<file path="src/sadc_pkg.sv">
package sadc_pkg;

  localparam int          ChannelCount     = 8;
  localparam int          ChanWidth        = 3;
  localparam int          ResultWidth      = 12;
  localparam int          CycleClocks      = 16;
  localparam int          TrackClocks      = 3;
  localparam int          HoldClocks       = 13;
  localparam int          LeadZeros        = 4;
  localparam int          ControlBits      = 8;
  localparam int          ChanFieldLsb     = 3;
  localparam logic [3:0]  ControlLastEdge  = 4'h7;
  localparam logic [3:0]  FirstDataEdge    = 4'h4;
  localparam logic [2:0]  ResetChannel     = 3'h0;
  localparam logic [11:0] ResetResult      = 12'h000;
  localparam logic [11:0] FullScaleCode    = 12'hfff;

  typedef enum logic [2:0] {
    SadcIdle  = 3'b001,
    SadcTrack = 3'b010,
    SadcHold  = 3'b100
  } sadc_phase_t;

endpackage : sadc_pkg

</file>
<file path="src/sadc_conversion_cycle.sv">
`timescale 1ns/1ps

module sadc_conversion_cycle #(
  parameter int Width = sadc_pkg::ResultWidth
) (
  input  wire logic                              clk,
  input  wire logic                              reset_n,
  input  wire logic                              frameSelect_n,
  input  wire logic                              serialClock,
  input  wire logic                              serialIn,
  input  wire logic [sadc_pkg::ChannelCount-1:0][Width-1:0] analogLevel,
  output logic                                   serialOut,
  output logic                                   serialOutEn,
  output logic      [sadc_pkg::ChannelCount-1:0] muxSelect,
  output logic                                   samplerConnected,
  output logic      [Width-1:0]                  lastResult,
  output logic      [sadc_pkg::ChanWidth-1:0]    activeChannel
);
  import sadc_pkg::*;

  sadc_phase_t        phase_q;
  logic               sclkPrev_q;
  logic               selPrev_q;
  logic [3:0]         riseCount_q;
  logic [3:0]         fallCount_q;
  logic [7:0]         control_q;
  logic [ChanWidth-1:0] nextChannel_q;
  logic [ChanWidth-1:0] channel_q;
  logic [Width-1:0]   sample_q;
  logic               dout_q;
  logic [Width-1:0]   sarWord;
  logic               sarDone;
  logic               sarDonePrev_q;
  logic               sarStart;
  logic               sarFinish;
  logic               riseEdge;
  logic               fallEdge;
  logic               frameStart;
  logic               retrack;
  logic               inFrame;
  logic [3:0]         bitSel;

  assign inFrame    = !frameSelect_n;
  assign riseEdge   = inFrame && serialClock && !sclkPrev_q;
  // A frame opened with the clock low counts as the first falling edge.
  assign frameStart = inFrame && selPrev_q;
  assign fallEdge   = inFrame && !frameStart && !serialClock && sclkPrev_q;
  assign sarStart   = fallEdge && fallCount_q == 4'(TrackClocks);
  // The fall after the sixteenth rise ends one cycle and tracks again.
  assign retrack    = fallEdge && fallCount_q == 4'h0;
  // Result bits leave MSB first from the fifth fall; each is settled in the
  // search word well before its fall, so the word is read bit by bit.
  assign bitSel     = 4'(Width - 1) - (fallCount_q - FirstDataEdge);
  assign sarFinish  = sarDone && !sarDonePrev_q;

  function automatic logic [ChannelCount-1:0] decodeChan(
    input logic [ChanWidth-1:0] ch
  );
    decodeChan = '0;
    decodeChan[ch] = 1'b1;
  endfunction : decodeChan

  // Both pins are compared with their value one clock earlier; a serial
  // phase shorter than one system clock could be missed.
  always_ff @(posedge clk) begin
    if (!reset_n) begin
      // Following the pin in reset keeps a false edge out of the release.
      sclkPrev_q <= serialClock;
      selPrev_q  <= 1'b1;
    end else begin
      sclkPrev_q <= serialClock;
      selPrev_q  <= frameSelect_n;
    end
  end

  // Edge counters wrap every 16 so continuous frames restart tracking.
  always_ff @(posedge clk) begin
    if (!reset_n || !inFrame) begin
      riseCount_q <= 4'h0;
      fallCount_q <= 4'h0;
    end else begin
      if (riseEdge) begin
        riseCount_q <= riseCount_q + 4'h1;
      end
      if (frameStart && !serialClock) begin
        fallCount_q <= 4'h1;
      end else if (fallEdge) begin
        fallCount_q <= fallCount_q + 4'h1;
      end
    end
  end

  // Idle waits for the frame; the cycle then alternates track and hold
  // until the frame select rises, which returns to idle from any phase.
  always_ff @(posedge clk) begin
    if (!reset_n || !inFrame) begin
      phase_q <= SadcIdle;
    end else begin
      case (phase_q)
        SadcIdle: begin
          if (frameStart) begin
            phase_q <= SadcTrack;
          end
        end
        SadcTrack: begin
          if (sarStart) begin
            phase_q <= SadcHold;
          end
        end
        SadcHold: begin
          if (retrack) begin
            phase_q <= SadcTrack;
          end
        end
        default: phase_q <= SadcIdle;
      endcase
    end
  end

  // Only the first eight rises of a cycle carry control bits; later bits
  // of the input stream are ignored.
  always_ff @(posedge clk) begin
    if (!reset_n) begin
      control_q     <= 8'h00;
      nextChannel_q <= ResetChannel;
    end else if (riseEdge && riseCount_q <= ControlLastEdge) begin
      control_q <= {control_q[6:0], serialIn};
      if (riseCount_q == ControlLastEdge) begin
        // Bit 0 is still on the pin, so the field sits one place lower.
        nextChannel_q <=
          control_q[ChanFieldLsb+1:ChanFieldLsb-1];
      end
    end
  end

  // The channel word takes effect at the next cycle, not the current one.
  always_ff @(posedge clk) begin
    if (!reset_n) begin
      channel_q <= ResetChannel;
    end else if (phase_q == SadcIdle && frameStart) begin
      channel_q <= nextChannel_q;
    end else if (phase_q == SadcHold && retrack) begin
      channel_q <= nextChannel_q;
    end
  end

  // Tracking follows the input; the value is frozen on the hold edge.
  always_ff @(posedge clk) begin
    if (!reset_n) begin
      sample_q <= ResetResult;
    end else if (phase_q == SadcTrack) begin
      sample_q <= analogLevel[channel_q];
    end
  end

  // The search takes Width system clocks after the fourth fall, so the
  // serial clock must leave that many system clocks before the sixteenth
  // fall; the result register follows as soon as the search is done.
  sadc_sar_core #(
    .Width (Width)
  ) u_sar (
    .clk     (clk),
    .reset_n (reset_n),
    .start   (sarStart),
    .step    (phase_q == SadcHold),
    .sample  (sample_q),
    .result  (sarWord),
    .done    (sarDone)
  );

  // Straight binary code; level units are supply/4096 with half-step offset.
  always_ff @(posedge clk) begin
    if (!reset_n) begin
      lastResult <= ResetResult;
    end else if (sarFinish) begin
      lastResult <= sarWord;
    end
  end

  // Done idles high, so its delayed copy also resets high and a reset alone
  // never looks like a finished search.
  always_ff @(posedge clk) begin
    if (!reset_n) begin
      sarDonePrev_q <= 1'b1;
    end else begin
      sarDonePrev_q <= sarDone;
    end
  end

  // A frame opened with the clock low shifts a lead zero at frame start.
  always_ff @(posedge clk) begin
    if (!reset_n || !inFrame) begin
      dout_q <= 1'b0;
    end else if (fallEdge || (frameStart && !serialClock)) begin
      if (fallCount_q >= FirstDataEdge) begin
        dout_q <= sarWord[bitSel];
      end else begin
        dout_q <= 1'b0;
      end
    end
  end

  assign serialOut        = dout_q;
  assign serialOutEn      = inFrame;
  assign samplerConnected = (phase_q == SadcTrack);
  assign muxSelect        = (phase_q == SadcTrack) ? decodeChan(channel_q)
                                                   : '0;
  assign activeChannel    = channel_q;

endmodule : sadc_conversion_cycle

</file>
<file path="src/sadc_sar_core.sv">
`timescale 1ns/1ps

// Successive-approximation search: one trial bit per step, MSB first.
module sadc_sar_core #(
  parameter int Width = 12
) (
  input  wire logic             clk,
  input  wire logic             reset_n,
  input  wire logic             start,
  input  wire logic             step,
  input  wire logic [Width-1:0] sample,
  output logic      [Width-1:0] result,
  output logic                  done
);

  logic [Width-1:0] trialMask_q;
  logic [Width-1:0] word_q;
  logic [Width-1:0] candidate;

  assign candidate = word_q | trialMask_q;
  assign result    = word_q;
  assign done      = (trialMask_q == '0);

  // The comparator balances when the DAC word no longer exceeds the sample.
  always_ff @(posedge clk) begin
    if (!reset_n) begin
      trialMask_q <= '0;
      word_q      <= '0;
    end else if (start) begin
      trialMask_q <= {1'b1, {(Width-1){1'b0}}};
      word_q      <= '0;
    end else if (step && trialMask_q != '0) begin
      if (candidate <= sample) begin
        word_q <= candidate;
      end
      trialMask_q <= trialMask_q >> 1;
    end
  end

endmodule : sadc_sar_core

</file>
<file path="config.mk">
export PLATFORM = sky130hd
export DESIGN_NAME = sadc_conversion_cycle
export DESIGN_NICKNAME = d
export VERILOG_FILES = /design/src/sadc_pkg.sv /design/src/sadc_conversion_cycle.sv /design/src/sadc_sar_core.sv
export SDC_FILE = /design/constraint.sdc
export NUM_CORES = 1
export LEC_CHECK = 0
export ABC_AREA = 0
export BUFFER_PORTS_ARGS = -buffer_cell sky130_fd_sc_hd__clkbuf_2
export CAP_MARGIN = 25
export CORE_MARGIN = 2
export CORE_UTILIZATION = 50
export DETAILED_ROUTE_END_ITERATION = 7
export PLACE_DENSITY = 0.78
export RECOVER_POWER = 100
export SYNTH_ARGS = -nofsm -noshare
export SYNTH_HDL_FRONTEND = slang
export SYNTH_SLANG_ARGS = --single-unit
</file>
<file path="constraint.sdc">
create_clock -name clk -period 2.9 [get_ports clk]
set_clock_uncertainty 0.15 [all_clocks]
set_input_delay 0.145 -clock clk [delete_from_list [all_inputs] [get_ports clk]]
set_output_delay 0.145 -clock clk [all_outputs]
set_load 0.01 [all_outputs]
</file>
==> results of run 1 <==
placed cells by master (no fill, tap or decap), drive strengths merged, types with 7 or more instances in the layout:
cell    Yosys  final
and3        7      7
mux4       13     13
inv        19     19
a221oi      7      7
o21ai      17     17
nor3        7      7
dfxtp      74     74
o22ai       7      7
mux2i      50     50
a22oi       8      8
or2        11     11
nand2      48     48
nor2       35     35
nor2b      29     29
clkbuf     18    139
ha         15     15
a21oi      26     26
per-stage QoR:
step / setup slack, ns / instances / util [%] / cell area [µm²]
4_1_cts: 0.617 / 672 / 63.7 / 4950
3_5_place_dp: 0.705 / 655 / 61.0 / 4740
6_report: 0.420 / 672 / 63.0 / 4890
2_1_floorplan: 0.686 / 447 / - / 4050
3_3_place_gp: 0.775 / 655 / 61.0 / 4740
5_1_grt: 0.271 / 672 / 63.0 / 4890
critical path, cell delays in order:
cell	delay, ns
dlygate4sd3_1	0.53
clkbuf_1	0.17
or4b_1	0.61
o41ai_4	0.42
clkbuf_1	0.51
o31ai_1	0.16
state kept, by name (all words and copies together), names as in the netlist:
register,count
fallCount_q,4
u_sar.trialMask_q,12
selPrev_q,1
sclkPrev_q,1
phase_q,3
activeChannel,3
u_sar.result,12
nextChannel_q,3
lastResult,12
riseCount_q,4
sarDonePrev_q,1
control_q,5
serialOut,1
sample_q,12
power by group through the flow:
stage	Sequential, mW	Combinational [mW]	Clock, mW
final	1.03	0.179	0.778
after global routing	1.03	0.199	0.837
after CTS	1.03	0.182	0.786
after detailed placement	1.06	0.178	0
after global placement	1.06	0.173	0
after floorplan	1.05	0.0883	0
final cells by class:
cell class / instances / area (µm²) / share of cell area (%)
multi-input combinational: 327 / 2360 / 48.3
sequential: 74 / 1480 / 30.3
timing repair buffer: 134 / 658 / 13.5
clock buffer: 12 / 145 / 2.97
tap: 102 / 128 / 2.61
inverter: 20 / 75.1 / 1.54
clock inverter: 3 / 40.0 / 0.819
Yosys cell counts, types with 2 or more instances:
library cell  number  area, µm²
nor2_1            34        128
buf_2              6       30.0
buf_4              2       15.0
nand2_1           48        180
nand4_1            3       18.8
nand3_1            5       25.0
dfxtp_1           74       1480
mux4_2            13        293
o31ai_1            5       37.5
xnor2_1            3       26.3
o22ai_1            7       43.8
inv_1             19       71.3
a22oi_1            8       60.1
ha_1              15        188
clkbuf_1          18       67.6
o211ai_1           2       15.0
a221oi_1           7       61.3
a31oi_1            4       25.0
a21oi_1           25        125
nor3_1             6       30.0
o21ai_1            8       40.0
o21ai_0            9       45.0
and3_1             7       43.8
xor2_1             2       17.5
nor2b_1           29        181
mux2i_1           50        500
or2_2             11       68.8
a21o_1             2       15.0
nand2b_1           5       31.3
nor4_1             4       25.0
path summary, 6_finish.rpt:
kind         cells past startpoint           start              end  slack (ns)
max                              6     serialClock  u_sar.result[9]        0.42
max reg2reg                      4       selPrev_q  u_sar.result[9]        0.54
min                              3   frameSelect_n       phase_q[0]      0.0004
min reg2reg                      2  riseCount_q[1]   riseCount_q[1]        0.34
kinds of logic (layout without fill, tap and decap cells):
kind of cell	Yosys count	in the layout
simple gates	160	160
compound gates	84	84
flops	74	74
mux	63	63
buf+inv	46	169
fa+ha+maj	15	15
xor+xnor	5	5
layer usage:
metal | track usage, % | vias up
li1 | - | 1835
met1 | 31.7 | 1796
met2 | 41.8 | 136
met3 | 3.77 | 22
met4 | 9.90 | 0
met5 | 0 | -
repair_timing:
item	4_1_cts	5_1_grt
hold buffers	2	0
endpoints found under the setup margin	0	0
endpoints found under the hold margin	2	0
==> flow_summary.toml, run 1 <==
[grt]
grt_pass1_vias = 3702
track_usage_pct = 24.8
antenna_found_initial = 0
grt_max_degree = 42
overflow = 0
grt_pass1_wl_mm = 17.2

[hold_path]
holdCritPathClass = "primary input to flop"

[clock_tree]
post-cts-setup-buffers = 0
clock_latency_ns = 0.35
cts_buffer_depth = 2
htree_num_levels = 3
cts.sinks = 74
ctsResizeCount = 0
cts_inserted_buffers = 9
root_buffer = "clkbuf_8"
cts_tree = "done"
clk_pin_slew_worst_paths_ns = 0.07

[sta]
rsz0062_at_grt = "false"
tns_ns = 0
period_share_pct = 85.5
holdWs_ns = 0.000354
min_period_ns = 2.48
worst_pin_slew_ns = 1.43
setup_viol = 0
max_freq_mhz = 403
final_max_slew_viol_count = 0
hold_viol = 0
relSlewSlack_pct = 4.78

[synthesis]
synthArstFlopShare_pct = 0
synthXorXnorAreaFrac_pct = 1.08
synth_compound_area_share_pct = 13.5
yosysWarnings = 0
syn_area_um2 = 4050
yosys.area_share.simple_pct = 19.9
synth_fa_ha_area_share_pct = 4.64
synthMuxAreaShare_pct = 19.6
syn_nets = 563
ys.flop_type = "dfxtp_1"
synth_edf_count = 0
netlist-cell-type-count = 46
ys_seq_area_share_pct = 36.6
avgSynthCellArea_um2 = 9.06
synth_seq_cells = 74
postSynthCellCount = 447
synth_top_family_by_area = "simple AND/OR/NAND/NOR gates"

[power]
p_int_mw = 1.54
switching_share_pct = 22.8
ir_drop_mv = 0.178
total_power_mw = 1.99
p_per_area_nw_per_um2 = 407
p_seq_share_pct = 51.9
clockPowerShare_pct = 39.1
leakage_nw = 1.98
combPwrFrac_pct = 9.0
power.switching_mw = 0.453

[setup_path]
critPathKind = "primary input to flop"
cp-end-kind = "flop"
cp_max_fo = 12
critPathLaunchType = "primary input"
cp.arrival_ns = 2.54
cp.required_ns = 2.96

[layout]
area_growth_syn_to_layout_pct = 20.8
fin_nets = 682
drive_above_1_share_pct = 25.3
diodes = 0
fillers = 714

[floorplan]
fp.dieW_um = 94.0
chipHeight_um = 94.0
ios = 127
rows = 32
coreArea_um2 = 7770
die_area_um2 = 8830
start_util_pct = 52.1

[drt]
wl_met1_mm = 4.54
wl_per_cell_um = 15.5
dr.pass1.iters = 5
drt_iter0_markers = 216
met2_length_mm = 5.15
drc_errors = 0
top_layer = "met4"
finalWirelength_mm = 10.4
vias_per_cell = 5.64
num_vias = 3789
wl_met3_um = 518
postRouteAntennaNets = 0

[flow_run]
maxCapViolCount = 0

[place]
portBuffers = 126
place.detailed.hpwl_mm = 7.87
place.gp.congestion = 0.868

[status]
status = "complete, no violations"
(Power assumes the default switching activity.)
==> inputs of run 2 (changes only) <==
CORE_UTILIZATION = 35   (was 50)
PLACE_DENSITY = default   (was 0.78)
==> flow_summary.toml, run 2 (synthesis results as in run 1) <==
[grt]
grt_max_degree = 42
grt_pass1_wl_mm = 17.6
use_met3_pct = 3.10
track_usage_pct = 17.3
antenna_found_initial = 0
globalRouteMet2Util_pct = 30.4
busiest_layer = "met2"
use_met1_pct = 21.8
overflow = 0
grt_pass1_vias = 3650

[power]
total_power_mw = 2.32
p_per_area_nw_per_um2 = 458
ir_drop_mv = 0.290
leakage_nw = 2.04

[layout]
area_growth_syn_to_layout_pct = 25.2
multi_input_area_um2 = 2350
final_cell_mix = "clkbuf_2 (101), dfxtp_1 (73), mux2i_1 (50), nand2_1 (48), nor2_1 (34)"
diodes = 0
final_util_pct = 44.6
fillers = 1115
layout_commonest_cell = "clkbuf_2"
drive_above_1_share_pct = 26.4
seqCellArea_um2 = 1480
fin_nets = 684

[place]
portBuffers = 126
place_ws_ns = 0.602
place.detailed.hpwl_mm = 8.07
place.gp.congestion = 0.837

[drt]
drc_errors = 0
wl_per_cell_um = 14.8
num_vias = 3631
drt_iter0_markers = 143
vias_per_cell = 5.07
dr.pass1.iters = 4
finalWirelength_mm = 10.6
postRouteAntennaNets = 0

[clock_tree]
clk_pin_slew_worst_paths_ns = 0.06
root_buffer = "clkbuf_16"
cts_hold_buf = 2
cts.sinks = 74
cts_tree = "done"
cts_inserted_buffers = 9
post-cts-setup-buffers = 0
ctsResizeCount = 0
clock_latency_ns = 0.33
htree_num_levels = 3
cts_buffer_depth = 2

[setup_path]
cp.arrival_ns = 2.46
cp-end-kind = "flop"
cp_max_fo = 8
critPathKind = "primary input to flop"
cp-startpoint = "serialClock"
r2r_start = "u_sar.result[7]"
critPathLaunchType = "primary input"
cp.required_ns = 2.96

[floorplan]
start_util_pct = 35.6
fp.dieW_um = 112
ios = 127
die_area_um2 = 12400
coreArea_um2 = 11400
rows = 39
chipHeight_um = 112

[sta]
final_max_slew_viol_count = 42
max_freq_mhz = 418
min_period_ns = 2.39
tns_ns = 0
rsz0062_at_grt = "false"
hold_viol = 0
setup_viol = 0
holdWs_ns = 0.0402
period_share_pct = 82.6
relSlewSlack_pct = -0.746
worst_pin_slew_ns = 1.51
fin_ws_ns = 0.506

[hold_path]
holdCritPathClass = "primary input to flop"
min_from = "frameSelect_n"

[status]
violations = "capacitance limit, slew limit"
status = "finished with violations"

[flow_run]
maxCapViolCount = 1
-- run 2: cell type report --
cell class | count | share of cell area [%]
Clock buffer | 10 | 4.72
Clock inverter | 6 | 1.31
Inverter | 20 | 1.48
Multi-Input combinational cell | 327 | 46.4
Sequential cell | 74 | 29.3
Tap cell | 143 | 3.53
Timing Repair Buffer | 136 | 13.3
-- run 2: metrics by stage --
step / area [µm²] / std cells
floorplan: 4050 / 447
global placement: 4810 / 698
detailed placement: 4810 / 698
CTS: 5130 / 716
global route: 5070 / 716
finish: 5070 / 716
-- run 2: worst max-delay path, stage by stage --
cell           delay [ns]
dlygate4sd3_1        0.53
clkbuf_1             0.18
or4b_1               0.57
o41ai_2              0.65
nor2_2               0.20
nand2_1              0.11
o21ai_0              0.07
-- run 2: worst paths after layout --
path | to | slack, ns | cells past startpoint
min reg2reg | riseCount_q[1] | 0.34 | 2
max | u_sar.result[1] | 0.51 | 7
max reg2reg | u_sar.result[9] | 0.59 | 8
min | phase_q[0] | 0.04 | 3
-- run 2: layer usage --
metal | vias up | part of all wire [%]
met3 | 18 | 3.0
met1 | 1706 | 46
met4 | 0 | 1.6
met5 | - | 0
met2 | 65 | 49
li1 | 1842 | -
-- run 2: report_power, final --
group	internal [mW]	switching (mW)
Combinational	0.0985	0.0779
Clock	0.688	0.425
Sequential	1.02	0.00885
Total	1.81	0.512
==> inputs of run 3 (changes only) <==
clock period = 2.39 ns   (was 2.9 ns; I/O delays follow)
==> flow_summary.toml, run 3 (synthesis results as in run 1) <==
[layout]
fin_nets = 695
diodes = 0
final_cell_mix = "clkbuf_2 (104), dfxtp_1 (74), mux2i_1 (50), nand2_1 (48), nor2_1 (34)"
stdcell_count = 727
layout_commonest_cell = "clkbuf_2"
finalInstanceArea_um2 = 5140
area_growth_syn_to_layout_pct = 26.9
drive_above_1_share_pct = 27.1
final_util_pct = 45.2

[setup_path]
worstPathCellList = "or2_2, ha_1, a41oi_1, o21ai_0, a22oi_1, a31oi_1, buf_4, o31ai_1"
crit_path_max_incr_delay_ns = 0.33
critPathKind = "flop to flop"
crit_slowest_cell = "dfxtp_1"
cp.arrival_ns = 2.29
crit_family = "compound AO/OA/AOI/OAI gates"
cp-end-kind = "flop"
cp_num_buf_inv = 1
cp.required_ns = 2.48
cp_max_fo = 12
critPathLaunchType = "flop"

[clock_tree]
cts_buffer_depth = 2
root_buffer = "clkbuf_16"
cts_tree = "done"
cts.sinks = 74
ctsResizeCount = 0
htree_num_levels = 3
clk_pin_slew_worst_paths_ns = 0.06
cts_inserted_buffers = 9
clock_latency_ns = 0.33

[drt]
postRouteAntennaNets = 0
vias_per_cell = 5.12
wl_per_cell_um = 14.7
drc_errors = 0
drt_iter0_markers = 187
dr.pass1.iters = 4
num_vias = 3725
finalWirelength_mm = 10.7

[sta]
rsz0062_at_grt = "false"
max_freq_mhz = 454
relSlewSlack_pct = 39.1
setup_viol = 0
worst_pin_slew_ns = 0.910
hold_viol = 0
min_period_ns = 2.20
period_share_pct = 92.2
final_max_slew_viol_count = 0
fin_ws_ns = 0.186
tns_ns = 0

[place]
place_inst = 708
portBuffers = 126
place.gp.congestion = 0.843
place_ws_ns = 0.225
dpl-instance-area_um2 = 4880
place.detailed.hpwl_mm = 8.33

[power]
p_per_area_nw_per_um2 = 538
p_seq_share_pct = 45.4
combPwrFrac_pct = 7.9
switching_share_pct = 22.2
power.switching_mw = 0.612
clockPowerShare_pct = 46.7
leakage_nw = 2.08
p_int_mw = 2.15
ir_drop_mv = 0.374

[flow_run]
maxCapViolCount = 0

[grt]
grt_max_degree = 28
grt_pass1_wl_mm = 18.3
track_usage_pct = 17.6
grt_pass1_vias = 3845
overflow = 0
antenna_found_initial = 0

[floorplan]
start_util_pct = 35.6
coreArea_um2 = 11400
rows = 39
die_area_um2 = 12400
fp.dieW_um = 112
ios = 127
chipHeight_um = 112

[hold_path]
holdCritPathClass = "primary input to flop"

[status]
status = "complete, no violations"
run 3: changes by cell type in the layout (fill, tap and decap cells not counted), moves of 2 or more:
cell      before  now
clkbuf_1      27   29
clkbuf_2     101  104
o21ai_1        2    0
o21ai_0       15   17
clkbuf_8       1    3
buf_4          6   11
run 3: metrics by stage:
| step | hold slack [ns] | power (mW) |
|---|---|---|
| floorplan | -0.00278 | 1.38 |
| global placement | 0.185 | 1.50 |
| detailed placement | 0.198 | 1.50 |
| CTS | 0.00251 | 2.80 |
| global route | 0.0420 | 2.87 |
| finish | 0.000716 | 2.76 |
run 3: final timing paths:
| check | start | end | slack [ns] | cells after the start |
|---|---|---|---|---|
| worst min-delay path | frameSelect_n | phase_q[0] | 0.0007 | 3 |
| worst max-delay path | u_sar.result[7] | u_sar.result[2] | 0.19 | 8 |
| worst max register to register | u_sar.result[7] | u_sar.result[2] | 0.19 | 8 |
| worst min register to register | u_sar.trialMask_q[9] | u_sar.trialMask_q[9] | 0.34 | 2 |
run 3: per-layer routing:
layer	share of wire (%)	GRT usage, %
met2	49	30.7
met1	46	22.6
met3	3.1	2.94
met5	0	0
met4	1.2	4.36
run 3: power by group through the flow:
stage | clock network, mW | registers (mW) | logic [mW]
finish | 1.29 | 1.25 | 0.219
detailed placement | 0 | 1.28 | 0.220
floorplan | 0 | 1.28 | 0.107
global placement | 0 | 1.28 | 0.217
global route | 1.37 | 1.26 | 0.244
CTS | 1.32 | 1.25 | 0.225
run 3: worst reg2reg max path: cells and delay by family (launching register included):
kind | cells | cell delay (ns)
compound gates | 5 | 0.85
flops | 1 | 0.33
simple gates | 1 | 0.30
fa+ha+maj | 1 | 0.30
buf+inv | 1 | 0.18
run 3: cell type report:
| cell class | count | area [µm²] |
|---|---|---|
| fill | 1129 | 6230 |
| timing repair buffer | 147 | 742 |
| sequential | 74 | 1480 |
| inverter | 20 | 75.1 |
| clock buffer | 12 | 267 |
| clock inverter | 4 | 25.0 |
| multi-input combinational | 327 | 2370 |
| tap | 143 | 179 |
run 3: repair_timing:
action / 4_1_cts / 5_1_grt
endpoints found under the hold margin: 3 / 0
setup buffers: 0 / 0
hold buffers: 3 / 0
